===== src/core/qrgc_pkg.sv =====
package qrgc_pkg;

    // ----------------------------------------
    // timing
    // ----------------------------------------
    localparam int CLK_NS         = 40;
    localparam int CLK_HZ         = 25000000;
    localparam int CNT_W          = 12;
    localparam int ENTRY_W        = 20;
    localparam int BT_W           = 9;
    localparam int RING_LONG_NS   = 10000;
    localparam int RING_SHORT_NS  = 2500;
    localparam int MAX_OFF_NS     = 50000;
    localparam int MAX_ON_NS      = 22000;
    localparam int LEB_NS         = 220;
    localparam int SW_MASK_NS     = 200;
    localparam int BURST_ENTRY_NS = 20000000;
    localparam int BURST_FREQ_HZ  = 52000;

    // least times round up, longest times round down
    localparam logic [CNT_W-1:0] RING_LONG_CYC  = CNT_W'((RING_LONG_NS + CLK_NS - 1) / CLK_NS);
    localparam logic [CNT_W-1:0] RING_SHORT_CYC = CNT_W'((RING_SHORT_NS + CLK_NS - 1) / CLK_NS);
    localparam logic [CNT_W-1:0] MAX_OFF_CYC    = CNT_W'(MAX_OFF_NS / CLK_NS);
    localparam logic [CNT_W-1:0] MAX_ON_CYC     = CNT_W'(MAX_ON_NS / CLK_NS);
    localparam logic [CNT_W-1:0] LEB_CYC        = CNT_W'((LEB_NS + CLK_NS - 1) / CLK_NS);
    localparam logic [CNT_W-1:0] SW_MASK_CYC    = CNT_W'((SW_MASK_NS + CLK_NS - 1) / CLK_NS);
    localparam logic [BT_W-1:0]  BURST_PER_CYC  = BT_W'(CLK_HZ / BURST_FREQ_HZ);
    localparam logic [CNT_W-1:0] BURST_DUTY_CYC = CNT_W'(CLK_HZ / BURST_FREQ_HZ / 2);
    localparam int               ENTRY_DEF_CYC  = BURST_ENTRY_NS / CLK_NS;

    // ----------------------------------------
    // counters and limits
    // ----------------------------------------
    localparam logic [2:0] VALLEY_MAX  = 3'h7;
    localparam logic [2:0] SKIP_MIN    = 3'h1;
    localparam logic [2:0] SKIP_MAX    = 3'h7;
    localparam int         FOLD_W      = 4;
    localparam int         LIM_W       = 8;
    localparam logic [7:0] LIMIT_FULL  = 8'hC8;
    localparam logic [7:0] LIMIT_BURST = 8'h44;

    // ----------------------------------------
    // comparator bundle positions
    // ----------------------------------------
    localparam int CMP_RING  = 0;
    localparam int CMP_VAL   = 1;
    localparam int CMP_FDBK  = 2;
    localparam int CMP_CL    = 3;
    localparam int CMP_SW    = 4;
    localparam int CMP_ENTRY = 5;
    localparam int CMP_UPPER = 6;
    localparam int CMP_LOWER = 7;
    localparam int CMP_EXIT  = 8;
    localparam int CMP_PEAK  = 9;
    localparam int NCMP      = 10;

    typedef enum logic [1:0] {
        ST_SUPPRESS,
        ST_WAIT,
        ST_ON,
        ST_LATCHED
    } qrgc_state_t;

endpackage : qrgc_pkg


===== src/core/qrgc_sync.sv =====
`timescale 1ns/1ps
module qrgc_sync #(
    parameter int W = 1
) (
    input  wire logic         clk,
    input  wire logic         srst,
    input  wire logic         ce,
    input  wire logic [W-1:0] d,
    output logic      [W-1:0] q
);
    // ----------------------------------------
    // two-stage synchroniser per comparator
    // ----------------------------------------
    logic [W-1:0] meta_q;

    for (genvar i = 0; i < W; i++) begin : g_bit
        always_ff @(posedge clk) begin
            if (srst) begin
                meta_q[i] <= 1'b0;
                q[i]      <= 1'b0;
            end else if (ce) begin
                meta_q[i] <= d[i];
                q[i]      <= meta_q[i];
            end
        end
    end

endmodule : qrgc_sync


===== src/core/qrgc_gate_ctrl.sv =====
`timescale 1ns/1ps
module qrgc_gate_ctrl #(
    parameter logic [qrgc_pkg::ENTRY_W-1:0] ENTRY_CYC = qrgc_pkg::ENTRY_W'(qrgc_pkg::ENTRY_DEF_CYC)
) (
    input  wire logic                        clk,
    input  wire logic                        srst,
    input  wire logic                        ce,
    input  wire logic                        ringLowCmp,
    input  wire logic                        valleyCmp,
    input  wire logic                        fdbkTripCmp,
    input  wire logic                        curLimCmp,
    input  wire logic                        shortCmp,
    input  wire logic                        fdbkEntryCmp,
    input  wire logic                        fdbkUpperCmp,
    input  wire logic                        fdbkLowerCmp,
    input  wire logic                        fdbkExitCmp,
    input  wire logic                        burstPeakCmp,
    input  wire logic                        skipUp,
    input  wire logic                        skipDown,
    input  wire logic                        skipLoad,
    input  wire logic [qrgc_pkg::FOLD_W-1:0] foldExcess,
    output logic                             gate,
    output logic      [qrgc_pkg::LIM_W-1:0]  senseLimit,
    output logic                             burstMode,
    output logic                             latchedOff
);
    import qrgc_pkg::*;

    // ----------------------------------------
    // comparator synchronisation
    // ----------------------------------------
    logic [NCMP-1:0] cmpRaw;
    logic [NCMP-1:0] cmp;

    assign cmpRaw = {burstPeakCmp, fdbkExitCmp, fdbkLowerCmp, fdbkUpperCmp, fdbkEntryCmp,
                     shortCmp, curLimCmp, fdbkTripCmp, valleyCmp, ringLowCmp};

    qrgc_sync #(.W(NCMP)) u_sync (
        .clk  (clk),
        .srst (srst),
        .ce   (ce),
        .d    (cmpRaw),
        .q    (cmp)
    );

    // ----------------------------------------
    // state
    // ----------------------------------------
    qrgc_state_t         state_q;
    logic                gate_q;
    logic                latchedOff_q;
    logic [CNT_W-1:0]    onCnt_q;
    logic [CNT_W-1:0]    offCnt_q;
    logic [CNT_W-1:0]    swCnt_q;
    logic [2:0]          valleyCnt_q;
    logic [2:0]          skipCnt_q;
    logic                valleyPrev_q;
    logic [ENTRY_W-1:0]  entryCnt_q;
    logic                burstMode_q;
    logic                burstRun_q;
    logic [BT_W-1:0]     burstTmr_q;
    logic [LIM_W-1:0]    limit_q;

    logic                blanked;
    logic [CNT_W-1:0]    ringLen;
    logic                valleyEdge;
    logic                swTrip;
    logic                goOn;
    logic                goOff;
    logic                burstTick;
    logic                burstExit;

    // nonlinear offset, kept small so the limit never wraps
    function automatic logic [LIM_W-1:0] foldOffset(input logic [FOLD_W-1:0] ex);
        logic [LIM_W-1:0] r;
        r = 8'h00;
        case (ex)
            4'h0:    r = 8'h00;
            4'h1:    r = 8'h02;
            4'h2:    r = 8'h05;
            4'h3:    r = 8'h09;
            4'h4:    r = 8'h0E;
            4'h5:    r = 8'h13;
            4'h6:    r = 8'h18;
            4'h7:    r = 8'h1D;
            4'h8:    r = 8'h22;
            4'h9:    r = 8'h27;
            4'hA:    r = 8'h2B;
            4'hB:    r = 8'h2F;
            4'hC:    r = 8'h33;
            4'hD:    r = 8'h37;
            4'hE:    r = 8'h3B;
            default: r = 8'h3F;
        endcase
        return r;
    endfunction : foldOffset

    // ----------------------------------------
    // decisions
    // ----------------------------------------
    always_comb begin
        blanked    = onCnt_q < LEB_CYC;
        ringLen    = cmp[CMP_RING] ? RING_LONG_CYC : RING_SHORT_CYC;
        valleyEdge = cmp[CMP_VAL] & ~valleyPrev_q;
        burstTick  = burstTmr_q == '0;
        burstExit  = burstMode_q & cmp[CMP_EXIT];
        // spike mask first, and never inside the leading-edge window
        swTrip     = (swCnt_q >= SW_MASK_CYC) & ~blanked;
        if (burstMode_q) begin
            goOn = burstRun_q & burstTick;
        end else begin
            goOn = (valleyCnt_q >= skipCnt_q) || (offCnt_q >= MAX_OFF_CYC);
        end
        goOff = onCnt_q >= MAX_ON_CYC;
        if (!blanked) begin
            if (burstMode_q) begin
                goOff = goOff | cmp[CMP_PEAK] | cmp[CMP_CL];
            end else begin
                goOff = goOff | cmp[CMP_FDBK] | cmp[CMP_CL];
            end
        end
        if (burstMode_q && onCnt_q >= BURST_DUTY_CYC - 1'b1) begin
            goOff = 1'b1;
        end
    end

    // ----------------------------------------
    // gate state machine
    // ----------------------------------------
    always_ff @(posedge clk) begin
        if (srst) begin
            state_q      <= ST_SUPPRESS;
            gate_q       <= 1'b0;
            latchedOff_q <= 1'b0;
        end else if (ce) begin
            case (state_q)
                ST_SUPPRESS: begin
                    if (offCnt_q >= ringLen) begin
                        state_q <= ST_WAIT;
                    end
                end
                ST_WAIT: begin
                    if (goOn) begin
                        state_q <= ST_ON;
                        gate_q  <= 1'b1;
                    end
                end
                ST_ON: begin
                    if (swTrip) begin
                        state_q      <= ST_LATCHED;
                        gate_q       <= 1'b0;
                        latchedOff_q <= 1'b1;
                    end else if (goOff) begin
                        state_q <= ST_SUPPRESS;
                        gate_q  <= 1'b0;
                    end
                end
                ST_LATCHED: begin
                    gate_q <= 1'b0;
                end
                default: begin
                    state_q <= ST_SUPPRESS;
                    gate_q  <= 1'b0;
                end
            endcase
        end
    end

    // ----------------------------------------
    // on, off and spike counters
    // ----------------------------------------
    always_ff @(posedge clk) begin
        if (srst) begin
            onCnt_q  <= '0;
            offCnt_q <= '0;
            swCnt_q  <= '0;
        end else if (ce) begin
            onCnt_q  <= gate_q ? (onCnt_q + {{(CNT_W-1){1'b0}}, ~&onCnt_q}) : '0;
            offCnt_q <= !gate_q ? (offCnt_q + {{(CNT_W-1){1'b0}}, ~&offCnt_q}) : '0;
            // any gap in the comparator restarts the mask
            swCnt_q  <= (gate_q && cmp[CMP_SW]) ?
                        (swCnt_q + {{(CNT_W-1){1'b0}}, ~&swCnt_q}) : '0;
        end
    end

    // ----------------------------------------
    // valley and skip counters
    // ----------------------------------------
    always_ff @(posedge clk) begin
        if (srst) begin
            valleyCnt_q  <= '0;
            valleyPrev_q <= 1'b0;
        end else if (ce) begin
            valleyPrev_q <= cmp[CMP_VAL];
            if (gate_q) begin
                valleyCnt_q <= '0;
            end else if (valleyEdge && valleyCnt_q < VALLEY_MAX) begin
                valleyCnt_q <= valleyCnt_q + 3'h1;
            end
        end
    end

    always_ff @(posedge clk) begin
        if (srst) begin
            skipCnt_q <= SKIP_MIN;
        end else if (ce) begin
            if (burstExit || skipLoad) begin
                skipCnt_q <= SKIP_MIN;
            end else if (skipUp && skipCnt_q < SKIP_MAX) begin
                skipCnt_q <= skipCnt_q + 3'h1;
            end else if (skipDown && skipCnt_q > SKIP_MIN) begin
                skipCnt_q <= skipCnt_q - 3'h1;
            end
        end
    end

    // ----------------------------------------
    // burst mode
    // ----------------------------------------
    always_ff @(posedge clk) begin
        if (srst) begin
            entryCnt_q <= '0;
        end else if (ce) begin
            if (!burstMode_q && cmp[CMP_ENTRY] && skipCnt_q == SKIP_MAX) begin
                entryCnt_q <= entryCnt_q + {{(ENTRY_W-1){1'b0}}, ~&entryCnt_q};
            end else begin
                entryCnt_q <= '0;
            end
        end
    end

    always_ff @(posedge clk) begin
        if (srst) begin
            burstMode_q <= 1'b0;
            burstRun_q  <= 1'b0;
        end else if (ce) begin
            if (!burstMode_q) begin
                burstRun_q <= 1'b0;
                if (entryCnt_q >= ENTRY_CYC) begin
                    burstMode_q <= 1'b1;
                end
            end else if (burstExit) begin
                burstMode_q <= 1'b0;
                burstRun_q  <= 1'b0;
            end else if (cmp[CMP_UPPER]) begin
                burstRun_q <= 1'b1;
            end else if (cmp[CMP_LOWER]) begin
                burstRun_q <= 1'b0;
            end
        end
    end

    // free-running only while burstRun_q is set, so the first pulse starts at once
    always_ff @(posedge clk) begin
        if (srst) begin
            burstTmr_q <= '0;
        end else if (ce) begin
            if (!burstRun_q || burstTmr_q == BURST_PER_CYC - 1'b1) begin
                burstTmr_q <= '0;
            end else begin
                burstTmr_q <= burstTmr_q + 1'b1;
            end
        end
    end

    // ----------------------------------------
    // sense limit
    // ----------------------------------------
    always_ff @(posedge clk) begin
        if (srst) begin
            limit_q <= LIMIT_FULL;
        end else if (ce) begin
            if (burstMode_q) begin
                limit_q <= LIMIT_BURST;
            end else begin
                limit_q <= LIMIT_FULL - foldOffset(foldExcess);
            end
        end
    end

    assign gate       = gate_q;
    assign senseLimit = limit_q;
    assign burstMode  = burstMode_q;
    assign latchedOff = latchedOff_q;
endmodule : qrgc_gate_ctrl


===== config.mk =====
export PLATFORM = sky130hd
export DESIGN_NAME = qrgc_gate_ctrl
export DESIGN_NICKNAME = d
export VERILOG_FILES = /design/src/core/qrgc_pkg.sv /design/src/core/qrgc_sync.sv /design/src/core/qrgc_gate_ctrl.sv
export SDC_FILE = /design/constraint.sdc
export NUM_CORES = 1
export LEC_CHECK = 0
export BUFFER_PORTS_ARGS = -buffer_cell sky130_fd_sc_hd__buf_2
export CAP_MARGIN = 0
export CORE_ASPECT_RATIO = 1.1
export CORE_MARGIN = 3
export CORE_UTILIZATION = 61
export CTS_CLUSTER_SIZE = 25
export DETAILED_ROUTE_END_ITERATION = 10
export GPL_TIMING_DRIVEN = 0
export PLACE_DENSITY = 0.84
export SYNTH_ARGS = -nofsm -noshare
export SYNTH_HDL_FRONTEND = slang
export SYNTH_SLANG_ARGS = --single-unit

===== constraint.sdc =====
create_clock -name clk -period 2.4 [get_ports clk]
set_input_delay 0.48 -clock clk [delete_from_list [all_inputs] [get_ports clk]]
set_output_delay 0.48 -clock clk [all_outputs]
set_load 0.01 [all_outputs]

* Word level (Yosys, flattened, before mapping)
Memories as Yosys holds them, arrays and structs flattened. Index checks and enable logic that the tools add are counted.
Storage, ports and cells: flip-flop bits (word level) 106, input bits 20, memories 1, bits in read-only memories 96, logic and storage cells 141, output and inout port bits 11
Memory list:
- (name not given) | words 16, width 6, read ports 1, clocked after Yosys merged registers in 0, wr ports 0, line qrgc_gate_ctrl.sv:77 | case (ex)
Cells by class: add/subtract/negate cells 9, bitwise gates (word level) 10, magnitude comparators 11, reduce and logical (&&, ||, !) cells 32, mux-type cells 35, equal/unequal tests 9
Operator list (number):
- two-way mux 8 bit | 5
- adder 12 x 1 -> 12 bit | 3
- two-way mux 12 bit | 3
- AND reduction 12 bit | 3
- adder 20 x 1 -> 20 bit | 1
- >= comparator 20 x 19 -> 1 bit, second input constant | 1
- two-way mux 20 bit | 1
- AND reduction 20 bit | 1
- two-way mux 3 bit | 5
- two-way mux 1 bit | 14
- >= comparator 12 x 10 -> 1 bit, second input constant | 1
- >= comparator 12 x 11 -> 1 bit, second input constant | 1
- >= comparator 12 x 3 -> 1 bit, second input constant | 1
- >= comparator 12 x 8 -> 1 bit | 1
- >= comparator 12 x 8 -> 1 bit, second input constant | 1
- less-than comparator 12 x 3 -> 1 bit, second input constant | 1
- adder 9 x 1 -> 9 bit, second input constant | 1
- equality test 9 bit, second input constant | 1
- zero test 9 bit | 1
- two-way mux 9 bit | 1
- nonzero test 3 bit | 3
- two-way mux 2 bit | 4
- subtractor 8 bit, first input constant | 1
- logical AND 1 bit | 7
- 24 further kinds | 44

* Longest topological paths before layout
word-level depth 9, gate-level depth with buffers 11, mapped depth without buffers 11

* Modules after synthesis
A second synthesis with hierarchy kept.
Second synthesis, totals: cell total of the unflattened synthesis 613, area total of the unflattened synthesis 5248.8 um^2
By module, submodules not included:
- qrgc_gate_ctrl | cells each 549, area an instance 4543.1 um^2, instances 1
- qrgc_sync | cells each 64, area an instance 705.7 um^2, instances 1

* Worst setup path before layout
OpenSTA, ideal clock, no wires.
path type reg2reg, start point reg entryCnt_q[5], end point reg entryCnt_q[12], stages on the path, launching flop included 11, data required time 2.265 ns, slack 0.257 ns, data arrival time 2.007 ns, path buffers 0, clock period less this slack 2.143 ns, cell sequence dfxtp_1 > and4_1 > nand3_1 > or3_1 > ha_1 > ha_1 > nand4_1 > nor2_1 > nand3_1 > xor2_1 > nor2_1
Between the ends: cells in the longest elaborated chain, start to end 4
Ends and longest elaborated chain:
- from (decl) | line qrgc_gate_ctrl.sv:58 | logic [ENTRY_W-1:0] entryCnt_q;
- from (signal assigned) | line qrgc_gate_ctrl.sv:225 | entryCnt_q <= entryCnt_q + {{(ENTRY_W-1){1'b0}}, ~&entryCnt_q};
- AND reduction 20 bit | line qrgc_gate_ctrl.sv:225
- zero test 1 bit | line qrgc_gate_ctrl.sv:225
- adder 20 x 1 -> 20 bit * | line qrgc_gate_ctrl.sv:225
- two-way mux 20 bit * | line qrgc_gate_ctrl.sv:224 | if (!burstMode_q && cmp[CMP_ENTRY] && skipCnt_q == SKIP_MAX) begin
Mark *: on every way between the ends. The rest lies on a longest branch, timed or not. A chain may end at the register's enable or synchronous reset.

* Final worst setup path
start point reg entryCnt_q[13], end point reg entryCnt_q[18]
The elaborated chain is that of the path after synthesis.

==> results.py <==
metrics = {
    "power_and_ir_drop": {
        "total_power_mw": 3.180,
        "power.density_mw_per_mm2": 546.8,
        "power.leakage_nw": 2.262,
        "irDropWorstVdd_mv": 0.3757,
    },
    "setup_path": {
        "cp_data_arrival_time_ns": 2.64,
        "crit_path_start_kind": "flip-flop",
        "worstPathMaxFanout": 4,
        "endpoint_kind": "flip-flop",
        "path_class": "reg2reg",
        "crit_required_ns": 2.71,
    },
    "route": {
        "drc_errors": 0,
        "drt.antenna.violating_nets": 0,
        "drtPass1Iterations": 5,
        "drtIter0Drc": 286,
        "avgViaCountPerCell": 6.046,
        "num_vias": 4637,
        "detail_route.wl_per_cell_um": 16.16,
        "wirelength_um": 12400,
    },
    "place": {
        "placed_cells": 745,
        "io_buffers": 28,
        "place_ws_ns": -0.04896,
        "dpl.hpwl_um": 8943,
        "place_area_mm2": 0.005515,
        "place.gp.congestion": 0.9245,
    },
    "cells_and_area": {
        "layout_commonest_cell": "nor2_1",
        "drive_gt1_share_pct": 12.14,
        "fill_cells": 611,
        "stdcell_area_mm2": 0.005816,
        "most-common-layout-cells": "nor2_1 (103), dfxtp_1 (98), nand2_1 (46)",
        "syn2layout_area_growth_pct": 10.98,
        "num-nets-final": 704,
        "final_cells": 767,
        "n_antenna_cell": 0,
        "fin_util_pct": 71.57,
    },
    "cts": {
        "tritoncts": "done",
        "cts_buffers": 9,
        "h-tree-depth": 3,
        "cts.sinks": 106,
        "path_clk_slew_ns": 0.10,
        "clockBufferDepth": 2,
        "hold_buffers": 0,
        "root_buffer": "clkbuf_8",
        "insertion_delay_ns": 0.38,
    },
    "synth": {
        "syn_nets": 659,
        "yosysSeqAreaShare_pct": 40.50,
        "synth-edff-count": 0,
        "synth-async-reset-ratio_pct": 0,
        "synth_top_flop_cell": "dfxtp_1",
        "synth_seq_cells": 106,
        "synth.cell_area_mm2": 0.005240,
        "synth_cell_type_count": 55,
        "postSynthAreaPerCell_um2": 8.604,
        "synth_warnings": 0,
        "synthCells": 609,
    },
    "sta": {
        "period_needed_ns": 2.330,
        "setup_tns_ns": 0,
        "hold_viol_final": 0,
        "setup_viol": 0,
        "clock.fmax_mhz": 429.2,
        "maxSlewViolCount": 0,
        "fin_ws_ns": 0.06998,
        "fin_skew_ns": 0.01146,
        "worstMarginPinSlew_ns": 0.7510,
        "period_share_pct": 97.08,
        "holdWs_ns": 0.3325,
        "relSlewSlack_pct": 49.83,
    },
    "global_route": {
        "grt_first_pass_wirelength_um": 20000,
        "grt_pass1_vias": 4507,
        "grtUsageTotal_pct": 26.12,
        "grt_max_degree": 19,
        "overflow": 0,
        "antenna_found_initial": 0,
    },
    "worst_hold_path": {
        "min_path_type": "in2reg",
    },
    "floorplan": {
        "start_util_pct": 64.49,
        "die_h_um": 103.2,
        "pin_count": 31,
        "core_mm2": 0.008125,
        "die_area_mm2": 0.009739,
        "chipWidth_um": 94.37,
        "num_rows": 34,
    },
    "status": {
        "status": "complete, no violations",
    },
    "flow_run": {
        "cap_violations": 0,
    },
}
## cell type report
class                   count  area [um2]  area share, %
well taps                 108       135.1          2.324
plain buffers              22       88.84          1.528
flip-flops and latches    106        2137          36.75
multi-input cells         462        2998          51.55
inverters                  19       71.32          1.226
clock buffers               9       123.9          2.130
repair buffers             34       185.2          3.184
clock inverters             7       76.32          1.312
## routing by layer
layer	track usage, %	vias up	share of wire [%]
li1	-	2229	-
met1	30.68	2201	41
met2	45.58	166	50
met3	6.078	41	6.8
met4	11.78	0	2.8
met5	0	-	0
## worst paths after layout
path | from | end | slack [ns] | depth (start not counted)
min reg2reg | senseLimit[7] | senseLimit[7] | 0.47 | 1
max | entryCnt_q[13] | entryCnt_q[18] | 0.07 | 9
max reg2reg | entryCnt_q[13] | entryCnt_q[18] | 0.07 | 9
min | burstPeakCmp | u_sync.meta_q[9] | 0.33 | 3
## synthesized netlist by cell type, drive strengths merged (5+ instances only)
cell	n	area, um2
dfxtp	106	2122
nor2	104	392.9
nand2	46	172.7
xor2	36	315.3
ha	30	375.4
a21oi	27	135.1
mux2i	25	250.2
nand4	23	150.1
o21ai	23	115.1
nand3	22	115.1
and3	18	112.6
inv	18	67.56
clkbuf	17	63.81
xnor2	12	105.1
or3	11	68.82
a22oi	9	67.56
a31oi	6	37.54
nand2b	6	37.54
nor3	6	30.03
buf	5	25.02
o31ai	5	37.54
## report_power, final
group	total (mW)	internal, mW	switching [mW]
Sequential	1.81	1.79	0.0255
Clock	1.11	0.489	0.622
Combinational	0.254	0.0975	0.156
## flip-flops by register name, summed over array words and instances (netlist names), 2 cells and up
signal	flops
senseLimit	8
swCnt_q	12
onCnt_q	12
state_q	2
u_sync.meta_q	10
skipCnt_q	3
valleyCnt_q	3
entryCnt_q	20
u_sync.q	10
burstTmr_q	9
offCnt_q	12
## logic make-up (layout without fill, tap and decap cells)
family | count (synthesis) | after routing | share of synthesized area (%)
buf+inv | 41 | 91 | 3.056
compound gates | 98 | 98 | 11.99
xor+xnor | 48 | 48 | 8.023
fa+ha+maj | 30 | 30 | 7.163
mux | 27 | 27 | 5.277
simple gates | 259 | 259 | 24.00
flops | 106 | 106 | 40.50
## worst max-delay path, stage by stage, from the launching register on
cell and delay, ns:
dfxtp_1 0.36, and4_4 0.22, nand3_1 0.11, or3_1 0.13, ha_2 0.19, ha_2 0.20, nand4_1 0.19, or3_4 0.43
or3_1 0.31, a21oi_1 0.13
## timing repair
action / 4_1_cts / 5_1_grt
pin swaps: 0 / 4
buffers inserted: 1 / 5
gates resized for setup: 0 / 19
endpoints found under the setup margin: 4 / 22
Power figures use the tool's default switching activity.
